## config.mk

```make
export PLATFORM = sky130hd
export DESIGN_NAME = dtcu_timer
export DESIGN_NICKNAME = d
export VERILOG_FILES = /design/src/dtcu_pkg.sv /design/src/dtcu_tick_if.sv /design/src/dtcu_timer.sv /design/src/dtcu_prescaler.sv
export SDC_FILE = /design/constraint.sdc
export NUM_CORES = 1
export LEC_CHECK = 0
export BUFFER_PORTS_ARGS = -buffer_cell sky130_fd_sc_hd__buf_2
export CORE_MARGIN = 2
export CORE_UTILIZATION = 65
export DETAILED_ROUTE_END_ITERATION = 8
export GPL_ROUTABILITY_DRIVEN = 0
export GPL_TIMING_DRIVEN = 0
export PLACE_DENSITY = 0.89
export SLEW_MARGIN = 10
export SYNTH_ARGS = -nofsm -noshare
export SYNTH_HDL_FRONTEND = slang
export SYNTH_SLANG_ARGS = --single-unit
```

## constraint.sdc

```tcl
create_clock -name i_clk -period 5.8 [get_ports i_clk]
set_input_delay 0.58 -clock i_clk [delete_from_list [all_inputs] [get_ports i_clk]]
set_output_delay 0.58 -clock i_clk [all_outputs]
set_load 0.01 [all_outputs]
```

## src/dtcu_pkg.sv

```systemverilog
// Package for the dual timer/counter unit: register offsets, field positions, timing.
// Assumes an 8-bit special function register bus driven by the processor core.
package dtcu_pkg;
    // Register addresses
    localparam logic [7:0] ADDR_TIMER_CONTROL = 8'h88;
    localparam logic [7:0] ADDR_TIMER_MODE = 8'h89;
    localparam logic [7:0] ADDR_UNIT_ZERO_COUNT_LOW = 8'h8A;
    localparam logic [7:0] ADDR_UNIT_ONE_COUNT_LOW = 8'h8B;
    localparam logic [7:0] ADDR_UNIT_ZERO_COUNT_HIGH = 8'h8C;
    localparam logic [7:0] ADDR_UNIT_ONE_COUNT_HIGH = 8'h8D;
    // Reset values
    localparam logic [7:0] RESET_VALUE = 8'h00;
    // Control register field positions
    localparam int CTL_UNIT_ONE_OVERFLOW = 7;
    localparam int CTL_UNIT_ONE_RUN = 6;
    localparam int CTL_UNIT_ZERO_OVERFLOW = 5;
    localparam int CTL_UNIT_ZERO_RUN = 4;
    localparam int CTL_EXT_ONE_FLAG = 3;
    localparam int CTL_EXT_ONE_TYPE = 2;
    localparam int CTL_EXT_ZERO_FLAG = 1;
    localparam int CTL_EXT_ZERO_TYPE = 0;
    // Mode register nibble: gate, counter select, mode pair
    localparam int MODE_UNIT_ONE_LSB = 4;
    localparam int MODE_UNIT_ZERO_LSB = 0;
    localparam int MODE_GATE = 3;
    localparam int MODE_COUNTER_SELECT = 2;
    localparam int MODE_SELECT_HIGH = 1;
    localparam int MODE_SELECT_LOW = 0;
    // Operating modes
    localparam logic [1:0] MODE_13BIT = 2'h0;
    localparam logic [1:0] MODE_16BIT = 2'h1;
    localparam logic [1:0] MODE_RELOAD = 2'h2;
    localparam logic [1:0] MODE_SPLIT = 2'h3;
    localparam int LOW_BITS_13BIT = 5;
    // Timing: system clock ticks per count
    localparam int CLOCK_PERIOD_NS = 10;
    localparam int TICKS_SLOW = 12;
    localparam int TICKS_FAST = 6;
    localparam int PRESCALE_WIDTH = 4;
endpackage : dtcu_pkg

```

## src/dtcu_tick_if.sv

```systemverilog
// Interface carrying the prescaler tick from the prescaler to the core.
// Assumes both ends share i_clk.
`timescale 1ns/1ns
interface dtcu_tick_if;
    logic tick;
    modport source (output tick);
    modport sink (input tick);
endinterface : dtcu_tick_if

```

## src/dtcu_timer.sv

```systemverilog
// Dual timer/counter unit with shared control register and external interrupt flags.
// Assumes an 8-bit register port from the core, pins asynchronous to i_clk.
// Notes on behaviour
// Unit one overflow flag sets on wrap; cleared by software or on vectoring.
// Unit zero overflow flag sets on roll to zero; cleared by software or vectoring.
// Each unit counts only while its run bit is one.
// Ext irq one flag sets on chosen edge or level; clears by software or service.
// Ext irq zero flag sets on chosen edge or level; clears by software or service.
// Type bit zero means low level trigger, one means falling edge.
// Unit one gate bit set makes counting also need irq one pin high.
// Unit zero gate bit set makes counting also need irq zero pin high.
// Unit one counter select: zero counts ticks, one counts count pin edges.
// Unit zero counter select: zero counts ticks, one counts count pin edges.
// Unit one modes: 13-bit, 16-bit, 8-bit reload, or stopped.
// Unit zero modes: 13-bit, 16-bit, 8-bit reload, or split dual 8-bit.
// Reload mode loads low byte from high byte on every low byte overflow.
// Split: low byte under unit zero bits; high byte timer uses unit one bits.
// 13-bit count is high byte over low five bits of the low byte.
// 16-bit mode cascades both bytes; roll to zero sets the overflow flag.
// Setting the run bit leaves the count registers unchanged.
// Timer operation advances every 12 clocks, or every 6 in fast option.
// Count pin sampled each clock; high then low sample increments.
// Unit one in mode 3 holds its count as if stopped.
// Auto reload leaves the high reload byte unchanged.
// Software write to a count byte wins over a same-cycle increment.
`timescale 1ns/1ns
module dtcu_timer (
    // Clock and reset
    input wire logic i_clk,
    input wire logic i_reset,
    // Configuration
    input wire logic i_fast_mode,
    // Register port
    input wire logic [7:0] i_addr,
    input wire logic i_write,
    input wire logic [7:0] i_wdata,
    output logic [7:0] o_rdata,
    // Vector acknowledges from the interrupt controller
    input wire logic i_ack_unit_zero,
    input wire logic i_ack_unit_one,
    input wire logic i_ack_ext_zero,
    input wire logic i_ack_ext_one,
    // Pins
    input wire logic i_ext_irq_zero_pin,
    input wire logic i_ext_irq_one_pin,
    input wire logic i_unit_zero_count_pin,
    input wire logic i_unit_one_count_pin,
    // Interrupt requests
    output logic o_unit_zero_overflow_flag,
    output logic o_unit_one_overflow_flag,
    output logic o_ext_irq_zero_flag,
    output logic o_ext_irq_one_flag
);
    typedef struct packed {
        logic [7:0] timer_control;
        logic [7:0] timer_mode;
        logic [7:0] unit_zero_count_low;
        logic [7:0] unit_one_count_low;
        logic [7:0] unit_zero_count_high;
        logic [7:0] unit_one_count_high;
        logic [3:0] sync_first;
        logic [3:0] sync_second;
        logic [3:0] sync_prev;
        logic [7:0] rdata;
    } dtcu_state_t;

    // Sync bit order: 3 irq one, 2 irq zero, 1 count one, 0 count zero
    dtcu_state_t state;
    dtcu_state_t next_state;
    dtcu_tick_if tick_link ();

    // Synchronisers restart at the idle-high pin level, so reset shows no false low or fall
    localparam dtcu_state_t STATE_AT_RESET = '{sync_first: 4'hF, sync_second: 4'hF,
        sync_prev: 4'hF, default: '0};

    dtcu_prescaler prescaler (
        .i_clk(i_clk),
        .i_reset(i_reset),
        .i_fast_mode(i_fast_mode),
        .tick_port(tick_link)
    );

    // Count enable of one unit: run, gate and source selection
    function automatic logic unit_step(input logic [3:0] nib, input logic run,
                                       input logic gate_pin, input logic tick,
                                       input logic pin_fall);
        logic src;
        src = nib[dtcu_pkg::MODE_COUNTER_SELECT] ? pin_fall : tick;
        return run && (!nib[dtcu_pkg::MODE_GATE] || gate_pin) && src;
    endfunction : unit_step

    // Advance one counter pair; returns {overflow, high, low}
    function automatic logic [16:0] pair_step(input logic [1:0] mode,
                                              input logic [7:0] high,
                                              input logic [7:0] low);
        logic [16:0] res;
        logic [8:0] low_sum;
        logic [16:0] wide;
        logic [13:0] mid;
        res = {1'b0, high, low};
        low_sum = {1'b0, low} + 9'h001;
        wide = {1'b0, high, low} + 17'h00001;
        mid = {1'b0, high, low[dtcu_pkg::LOW_BITS_13BIT-1:0]} + 14'h0001;
        case (mode)
            dtcu_pkg::MODE_13BIT: begin
                res = {mid[13], mid[12:5], low[7:5], mid[4:0]};
            end
            dtcu_pkg::MODE_16BIT: begin
                res = wide;
            end
            dtcu_pkg::MODE_RELOAD: begin
                res = {low_sum[8], high, low_sum[8] ? high : low_sum[7:0]};
            end
            default: begin
                res = {low_sum[8], high, low_sum[7:0]};
            end
        endcase
        return res;
    endfunction : pair_step

    logic [3:0] mode_zero;
    logic [3:0] mode_one;
    logic [3:0] falls;
    logic [7:0] ctl;
    assign mode_zero = state.timer_mode[dtcu_pkg::MODE_UNIT_ZERO_LSB +: 4];
    assign mode_one = state.timer_mode[dtcu_pkg::MODE_UNIT_ONE_LSB +: 4];
    // high then low sample
    assign falls = state.sync_prev & ~state.sync_second;
    assign ctl = state.timer_control;

    always_comb begin
        logic step_zero;
        logic step_one;
        logic step_split;
        logic split;
        logic [16:0] res_zero;
        logic [16:0] res_one;
        logic [8:0] split_sum;
        logic set_of0;
        logic set_of1;
        logic set_ext0;
        logic set_ext1;
        step_zero = 1'b0;
        step_one = 1'b0;
        step_split = 1'b0;
        split = 1'b0;
        res_zero = '0;
        res_one = '0;
        split_sum = '0;
        set_of0 = 1'b0;
        set_of1 = 1'b0;
        set_ext0 = 1'b0;
        set_ext1 = 1'b0;
        next_state = state;

        // Pin synchronisers; the first stage only feeds the second, and only the second stage and its delayed copy sync_prev are used
        next_state.sync_first = {i_ext_irq_one_pin, i_ext_irq_zero_pin,
                                 i_unit_one_count_pin, i_unit_zero_count_pin};
        next_state.sync_second = state.sync_first;
        next_state.sync_prev = state.sync_second;

        split = mode_zero[1:0] == dtcu_pkg::MODE_SPLIT;
        // run gating; R08 gate on irq zero pin; R10 source select
        step_zero = unit_step(mode_zero, ctl[dtcu_pkg::CTL_UNIT_ZERO_RUN],
                              state.sync_second[2], tick_link.tick, falls[0]);
        // gate on irq one pin; R09 source select
        step_one = unit_step(mode_one, ctl[dtcu_pkg::CTL_UNIT_ONE_RUN],
                             state.sync_second[3], tick_link.tick, falls[1]);
        // mode 3 holds unit one
        if (mode_one[1:0] == dtcu_pkg::MODE_SPLIT) begin
            step_one = 1'b0;
        end
        // high byte timer on unit one run bit
        step_split = split && ctl[dtcu_pkg::CTL_UNIT_ONE_RUN] && tick_link.tick;

        // unit zero modes; R13 R15 R16 R21 pair arithmetic
        res_zero = pair_step(mode_zero[1:0], state.unit_zero_count_high,
                             state.unit_zero_count_low);
        if (step_zero) begin
            next_state.unit_zero_count_low = res_zero[7:0];
            next_state.unit_zero_count_high = res_zero[15:8];
            set_of0 = res_zero[16];
        end
        split_sum = {1'b0, state.unit_zero_count_high} + 9'h001;
        if (step_split) begin
            next_state.unit_zero_count_high = split_sum[7:0];
            set_of1 = split_sum[8];
        end
        // unit one modes
        res_one = pair_step(mode_one[1:0], state.unit_one_count_high,
                            state.unit_one_count_low);
        if (step_one) begin
            next_state.unit_one_count_low = res_one[7:0];
            next_state.unit_one_count_high = res_one[15:8];
            // overflow flag taken over in split mode
            set_of1 = split ? set_of1 : res_one[16];
        end

        // level or falling edge
        set_ext0 = ctl[dtcu_pkg::CTL_EXT_ZERO_TYPE] ? falls[2] : !state.sync_second[2];
        set_ext1 = ctl[dtcu_pkg::CTL_EXT_ONE_TYPE] ? falls[3] : !state.sync_second[3];

        // software writes; run bit write touches no count
        if (i_write) begin
            case (i_addr)
                dtcu_pkg::ADDR_TIMER_CONTROL: next_state.timer_control = i_wdata;
                dtcu_pkg::ADDR_TIMER_MODE: next_state.timer_mode = i_wdata;
                dtcu_pkg::ADDR_UNIT_ZERO_COUNT_LOW: next_state.unit_zero_count_low = i_wdata;
                dtcu_pkg::ADDR_UNIT_ONE_COUNT_LOW: next_state.unit_one_count_low = i_wdata;
                dtcu_pkg::ADDR_UNIT_ZERO_COUNT_HIGH: next_state.unit_zero_count_high = i_wdata;
                dtcu_pkg::ADDR_UNIT_ONE_COUNT_HIGH: next_state.unit_one_count_high = i_wdata;
                default: begin
                end
            endcase
        end

        // hardware clear on vectoring, set wins
        if (i_ack_unit_zero) begin
            next_state.timer_control[dtcu_pkg::CTL_UNIT_ZERO_OVERFLOW] = 1'b0;
        end
        if (set_of0) begin
            next_state.timer_control[dtcu_pkg::CTL_UNIT_ZERO_OVERFLOW] = 1'b1;
        end
        // hardware clear on vectoring, set wins
        if (i_ack_unit_one) begin
            next_state.timer_control[dtcu_pkg::CTL_UNIT_ONE_OVERFLOW] = 1'b0;
        end
        if (set_of1) begin
            next_state.timer_control[dtcu_pkg::CTL_UNIT_ONE_OVERFLOW] = 1'b1;
        end
        // ext zero flag
        if (i_ack_ext_zero) begin
            next_state.timer_control[dtcu_pkg::CTL_EXT_ZERO_FLAG] = 1'b0;
        end
        if (set_ext0) begin
            next_state.timer_control[dtcu_pkg::CTL_EXT_ZERO_FLAG] = 1'b1;
        end
        // ext one flag
        if (i_ack_ext_one) begin
            next_state.timer_control[dtcu_pkg::CTL_EXT_ONE_FLAG] = 1'b0;
        end
        if (set_ext1) begin
            next_state.timer_control[dtcu_pkg::CTL_EXT_ONE_FLAG] = 1'b1;
        end

        // Read data registered; unmapped addresses read zero
        case (i_addr)
            dtcu_pkg::ADDR_TIMER_CONTROL: next_state.rdata = state.timer_control;
            dtcu_pkg::ADDR_TIMER_MODE: next_state.rdata = state.timer_mode;
            dtcu_pkg::ADDR_UNIT_ZERO_COUNT_LOW: next_state.rdata = state.unit_zero_count_low;
            dtcu_pkg::ADDR_UNIT_ONE_COUNT_LOW: next_state.rdata = state.unit_one_count_low;
            dtcu_pkg::ADDR_UNIT_ZERO_COUNT_HIGH: next_state.rdata = state.unit_zero_count_high;
            dtcu_pkg::ADDR_UNIT_ONE_COUNT_HIGH: next_state.rdata = state.unit_one_count_high;
            default: next_state.rdata = dtcu_pkg::RESET_VALUE;
        endcase
    end

    always_ff @(posedge i_clk) begin
        if (i_reset) begin
            state <= STATE_AT_RESET;
        end else begin
            state <= next_state;
        end
    end

    assign o_rdata = state.rdata;
    assign o_unit_zero_overflow_flag = state.timer_control[dtcu_pkg::CTL_UNIT_ZERO_OVERFLOW];
    assign o_unit_one_overflow_flag = state.timer_control[dtcu_pkg::CTL_UNIT_ONE_OVERFLOW];
    assign o_ext_irq_zero_flag = state.timer_control[dtcu_pkg::CTL_EXT_ZERO_FLAG];
    assign o_ext_irq_one_flag = state.timer_control[dtcu_pkg::CTL_EXT_ONE_FLAG];
endmodule : dtcu_timer

```

## src/dtcu_prescaler.sv

```systemverilog
// Prescaler giving one tick every 12 or every 6 system clocks.
// Assumes the speed option is static configuration, synchronous to i_clk.
`timescale 1ns/1ns
module dtcu_prescaler (
    // Clock and reset
    input wire logic i_clk,
    input wire logic i_reset,
    // Configuration
    input wire logic i_fast_mode,
    // Tick out
    dtcu_tick_if.source tick_port
);
    typedef struct packed {
        logic [dtcu_pkg::PRESCALE_WIDTH-1:0] count;
        logic tick;
    } dtcu_pre_state_t;

    localparam logic [dtcu_pkg::PRESCALE_WIDTH-1:0] LAST_SLOW =
        dtcu_pkg::PRESCALE_WIDTH'(dtcu_pkg::TICKS_SLOW - 1);
    localparam logic [dtcu_pkg::PRESCALE_WIDTH-1:0] LAST_FAST =
        dtcu_pkg::PRESCALE_WIDTH'(dtcu_pkg::TICKS_FAST - 1);

    dtcu_pre_state_t state;
    dtcu_pre_state_t next_state;

    // tick every 12 or 6
    always_comb begin
        next_state = state;
        next_state.tick = 1'b0;
        if (state.count >= (i_fast_mode ? LAST_FAST : LAST_SLOW)) begin
            next_state.count = '0;
            next_state.tick = 1'b1;
        end else begin
            next_state.count = state.count + 1'b1;
        end
    end

    always_ff @(posedge i_clk) begin
        if (i_reset) begin
            state <= '0;
        end else begin
            state <= next_state;
        end
    end

    assign tick_port.tick = state.tick;
endmodule : dtcu_prescaler

```

* Word level (Yosys, flattened, before mapping)
Index checks and enable logic that the tools add are counted.
Word-level totals: register bits 73, input port bits 28, output and inout port bits 12, logic and storage cells 104
Operators by class: add/sub/neg operators 8, $lt $le $gt $ge 1, eq/ne operators 12, mux-type cells 36, bitwise gates (word level) 2, reduce and logical (&&, ||, !) cells 29
Operators with widths (count):
- $mux 8 | 13
- $pmux 17 s3 | 2
- $eq 8x8->1 const B | 6
- $mux 48 | 1
- $pmux 8 s6 | 1
- $add 16x1->17 const B | 2
- $add 13x1->14 const B | 2
- $add 8x1->9 const B | 3
- $reduce_bool 3->1 | 8
- $mux 1 | 18
- $reduce_and 2->1 | 6
- $eq 2x2->1 const B | 4
- $logic_and 1x1->1 | 6
- $add 4x1->4 const B | 1
- $and 4x4->4 | 1
- $eq 2x1->1 const B | 2
- $ge 4x4->1 | 1
- $logic_not 1->1 | 4
- $logic_not 2->1 | 2
- $mux 4 | 1
- $not 4->4 | 1
- $logic_or 1x1->1 | 2
- $reduce_or 2->1 | 1

* Depth between registers and ports, before layout
depth after elaboration 10, mapped depth 9, depth with buffers taken out 7

* Hierarchy
From an unflattened synthesis, not the netlist that was laid out.
Second synthesis, totals: cells, all modules 579, area, all modules 4682.0 µm²
By module, submodules not included:
- dtcu_timer | times used 1, cells an instance 555, area each 4445.5 µm², sequential area each 1361.3 µm²
- dtcu_prescaler | times used 1, cells an instance 24, area each 236.5 µm², sequential area each 100.1 µm²

* Worst setup path before layout
OpenSTA, ideal clock, no wires.
path kind input to register, from input i_addr[5], to register state (netlist bit ctl[7]), library setup time 0.071 ns, arrival 2.013 ns, data required time 5.729 ns, slack 3.717 ns, stages on the path 7, path buffers 1, cells stage by stage nor4b_4 > and3b_1 > buf_2 > nand2_1 > mux2i_1 > or2_2 > a21oi_1
Between the ends: cells in the longest elaborated chain, start to end 3
Ends and longest elaborated chain:
- from (decl) | line dtcu_timer.sv:34 | input wire logic [7:0] i_addr,
- $eq 8x8->1 | line dtcu_timer.sv:205 | case (i_addr)
- $reduce_bool 3->1 (no line)
- $reduce_and 2->1 (no line)
- to (signal assigned) | line dtcu_timer.sv:262 | state <= next_state;
- to (decl) | line dtcu_timer.sv:68 | dtcu_state_t state;
Every way passes these cells. A chain may end at the register's enable or synchronous reset.

* Worst setup path in the final report
from input i_addr[5], to register state (netlist bit o_rdata[5])
Between the ends: cells in the longest elaborated chain, start to end 2, elaborated cells between the ends (all ways) 7, those cells by class eq/ne: 6; mux: 1
Ends and longest elaborated chain:
- $eq 8x8->1 | line dtcu_timer.sv:247 | case (i_addr)
- $pmux 8 s6 (*) | line dtcu_timer.sv:247
Every way passes the cells marked *; elsewhere a longest branch is shown, timed or not.

==> metrics <==
Initial Util 67.35%; remaining antenna violation count after routing 0; status completed; synth unique cells 67; Pwr Total roughly 1100 µW; fin crit share 40.82%; Worst-Margin Slew between 900 and 1000 ps; CP Class primary input to flip-flop; total negative setup slack 0 ps; CTS Buf Count 9; Synthesized Nets 620; Worst EP required 6080 ps; post-CTS setup buffers 0; final hold violation count 0; average wire per standard cell 20.39 µm; CTS resizes 0; Post-Route Hold Slack ~390 ps; post-layout min period 2368 ps; maximum VDD drop 177.1 µV; RSZ-0062 raised after global routing no; sequential area share after synthesis roughly a third; Avg Synthesized Cell Area ~7.8 µm²; area grow syn2layout 12.09%; H-tree levels 3; DRT Wirelength 14990 µm; 1st-iter DRT viols slightly above 700; mean number of vias per cell 6.804; area of the multi-input gates between 0.002 and 0.003 mm²; Hold Path Cell Cnt 2; TritonCTS clock tree done; Core Area slightly below 0.007 mm²; reg2reg start state[45]; IO Count 40; crit path launch type primary input; share of layout cells above drive strength 1 between 15 and 20%; first-pass GRT wire length between 20000 and 25000 µm; antenna diode count 0; HP Class primary input to flip-flop; CP max FO 7; ys flop type dfxtp_1; worst path arrival time approximately 2600 ps; CTS max path bufs 2; global-route usage over all layers slightly above 40%; count of final setup violators 0; clk sink count between 70 and 80; Max Slew Vio Count 0; die area between 0.007 and 0.008 mm²; sequential standard cell area around 0.0015 mm²; Leakage ~0.0019 µW; overall die width ~88 µm; clock root buffer clkbuf_8; Rows 30; I/O Buffers 38; Reg2Reg Depth 7; hold path start i_ext_irq_zero_pin; Netlist Area Pre-Place ~0.0046 mm²; drt pass-1 iters 7; Rel. slew slack 36.95%; # nets final 669; GRT Residual Overflow 0; Reg2Reg Setup Slack 3450 ps; initial antenna violation count 0; Synth Register Bits 73; Clk Latency, worst-skew pair 360 ps; Post-route DRC 0; Synth Warn # 0; Clock Skews just over 8 ps; Post-CTS Hold Fix Bufs 0; fmax roughly 420 MHz; vias in the first global route 4732; Die H just under 90 µm; Detailed Place HPWL roughly 10000 µm; Hold Path Sink next_state[14]; Vias 5001; pin count of the biggest net entering global routing 14; Worst R2R End state[32]; clock-pin slew on the worst setup and hold paths about 80 ps; EDFF count, synth 0; PwrDens approximately 210 mW/mm²; Post-Synthesis Cells approximately 590; max-cap violation count 0; Worst setup EP type flip-flop; Layout fillers approximately 490; async set or reset register ratio after synthesis 0%
## registers in the layout, indices dropped and copies added, names as in the netlist
signal	flops
prescaler.tick_port.tick	1
mode_zero	4
o_rdata	8
ctl	8
state	36
next_state	8
mode_one	4
prescaler.state	4
## cells in the mapped netlist (11+ instances only)
cell      instances  area [µm²]
a211oi_1         17       127.6
clkbuf_1         28       105.1
dfxtp_1          73        1461
mux2i_1          15       150.1
nor2_1           60       225.2
xnor2_1          11       96.34
a21oi_1          49       245.2
nand2_1          52       195.2
nand3_1          40       200.2
and3_1           15       93.84
o21ai_0          15       75.07
nor3_1           18       90.09
or2_2            13       81.33
## final cells by class
type                       instances  share of cell area [%]
buffer                            51                   4.660
clock buffer                      10                   2.488
sequential                        73                   28.49
clock inverter                     6                   2.244
timing repair buffer              38                   3.708
tap                               96                   2.342
inverter                           6                  0.4391
multi-input combinational        455                   55.62
## worst max-delay path, stage by stage
cell and delay (ps):
buf_2 120, nor4b_4 450, nand3b_2 190, nor3_1 750, a221oi_1 290, a21oi_1 260
## how the worst max path moves through the flow
stage	from	end	slack, ps
floorplan	i_addr[5]	ctl[7]	3720
global placement	i_addr[5]	o_rdata[1]	3360
detailed placement	i_addr[5]	o_rdata[5]	3280
CTS	mode_one[1]	state[43]	3510
global route	state[44]	state[32]	3280
finish	i_addr[5]	o_rdata[5]	3430
## metal layers
metal | share of wire (%) | up-vias | GRT usage [%]
met3 | 13 | 124 | 12.82
met1 | 36 | 2203 | 49.62
li1 | - | 2262 | -
met5 | 0 | - | 0
met2 | 43 | 412 | 62.19
met4 | 7.1 | 0 | 23.92
## logic make-up after synthesis
| logic type | after synthesis | share of synthesized area [%] |
|---|---|---|
| buf+inv | 57 | 5.715 |
| fa+ha+maj | 7 | 1.914 |
| mux | 17 | 3.773 |
| simple gates | 262 | 30.76 |
| compound gates | 154 | 23.02 |
| xor+xnor | 15 | 2.871 |
| flops | 73 | 31.94 |
## stage by stage
stage                     setup slack [ps]  utilization, %  cells  instance area, µm²
after floorplan                       3717               -    585                4576
after global placement                3358           71.92    719                4886
after detailed placement              3281           71.92    719                4886
after CTS                             3515           75.49    735                5129
after global routing                  3276           75.49    735                5129
final                                 3432           75.49    735                5129
## layout by cell type, fill, tap and decap left out, types with 10 or more instances in the layout
master | synthesis | routed
a211oi_1 | 17 | 17
a21oi_1 | 49 | 49
a22oi_1 | 10 | 10
and3_1 | 15 | 15
buf_2 | 10 | 48
clkbuf_1 | 28 | 29
dfxtp_1 | 73 | 73
mux2i_1 | 15 | 15
nand2_1 | 52 | 52
nand3_1 | 40 | 40
nor2_1 | 60 | 60
nor3_1 | 18 | 18
o21ai_0 | 15 | 15
or2_2 | 13 | 13
xnor2_1 | 11 | 11
## where the power goes
part / internal [µW] / switching (µW) / total [µW]
logic: 25.0 / 44.9 / 70.0
registers: 510 / 8.37 / 518
clock network: 288 / 207 / 495
total: 823 / 260 / 1080
Power figures use the tool's default switching activity.
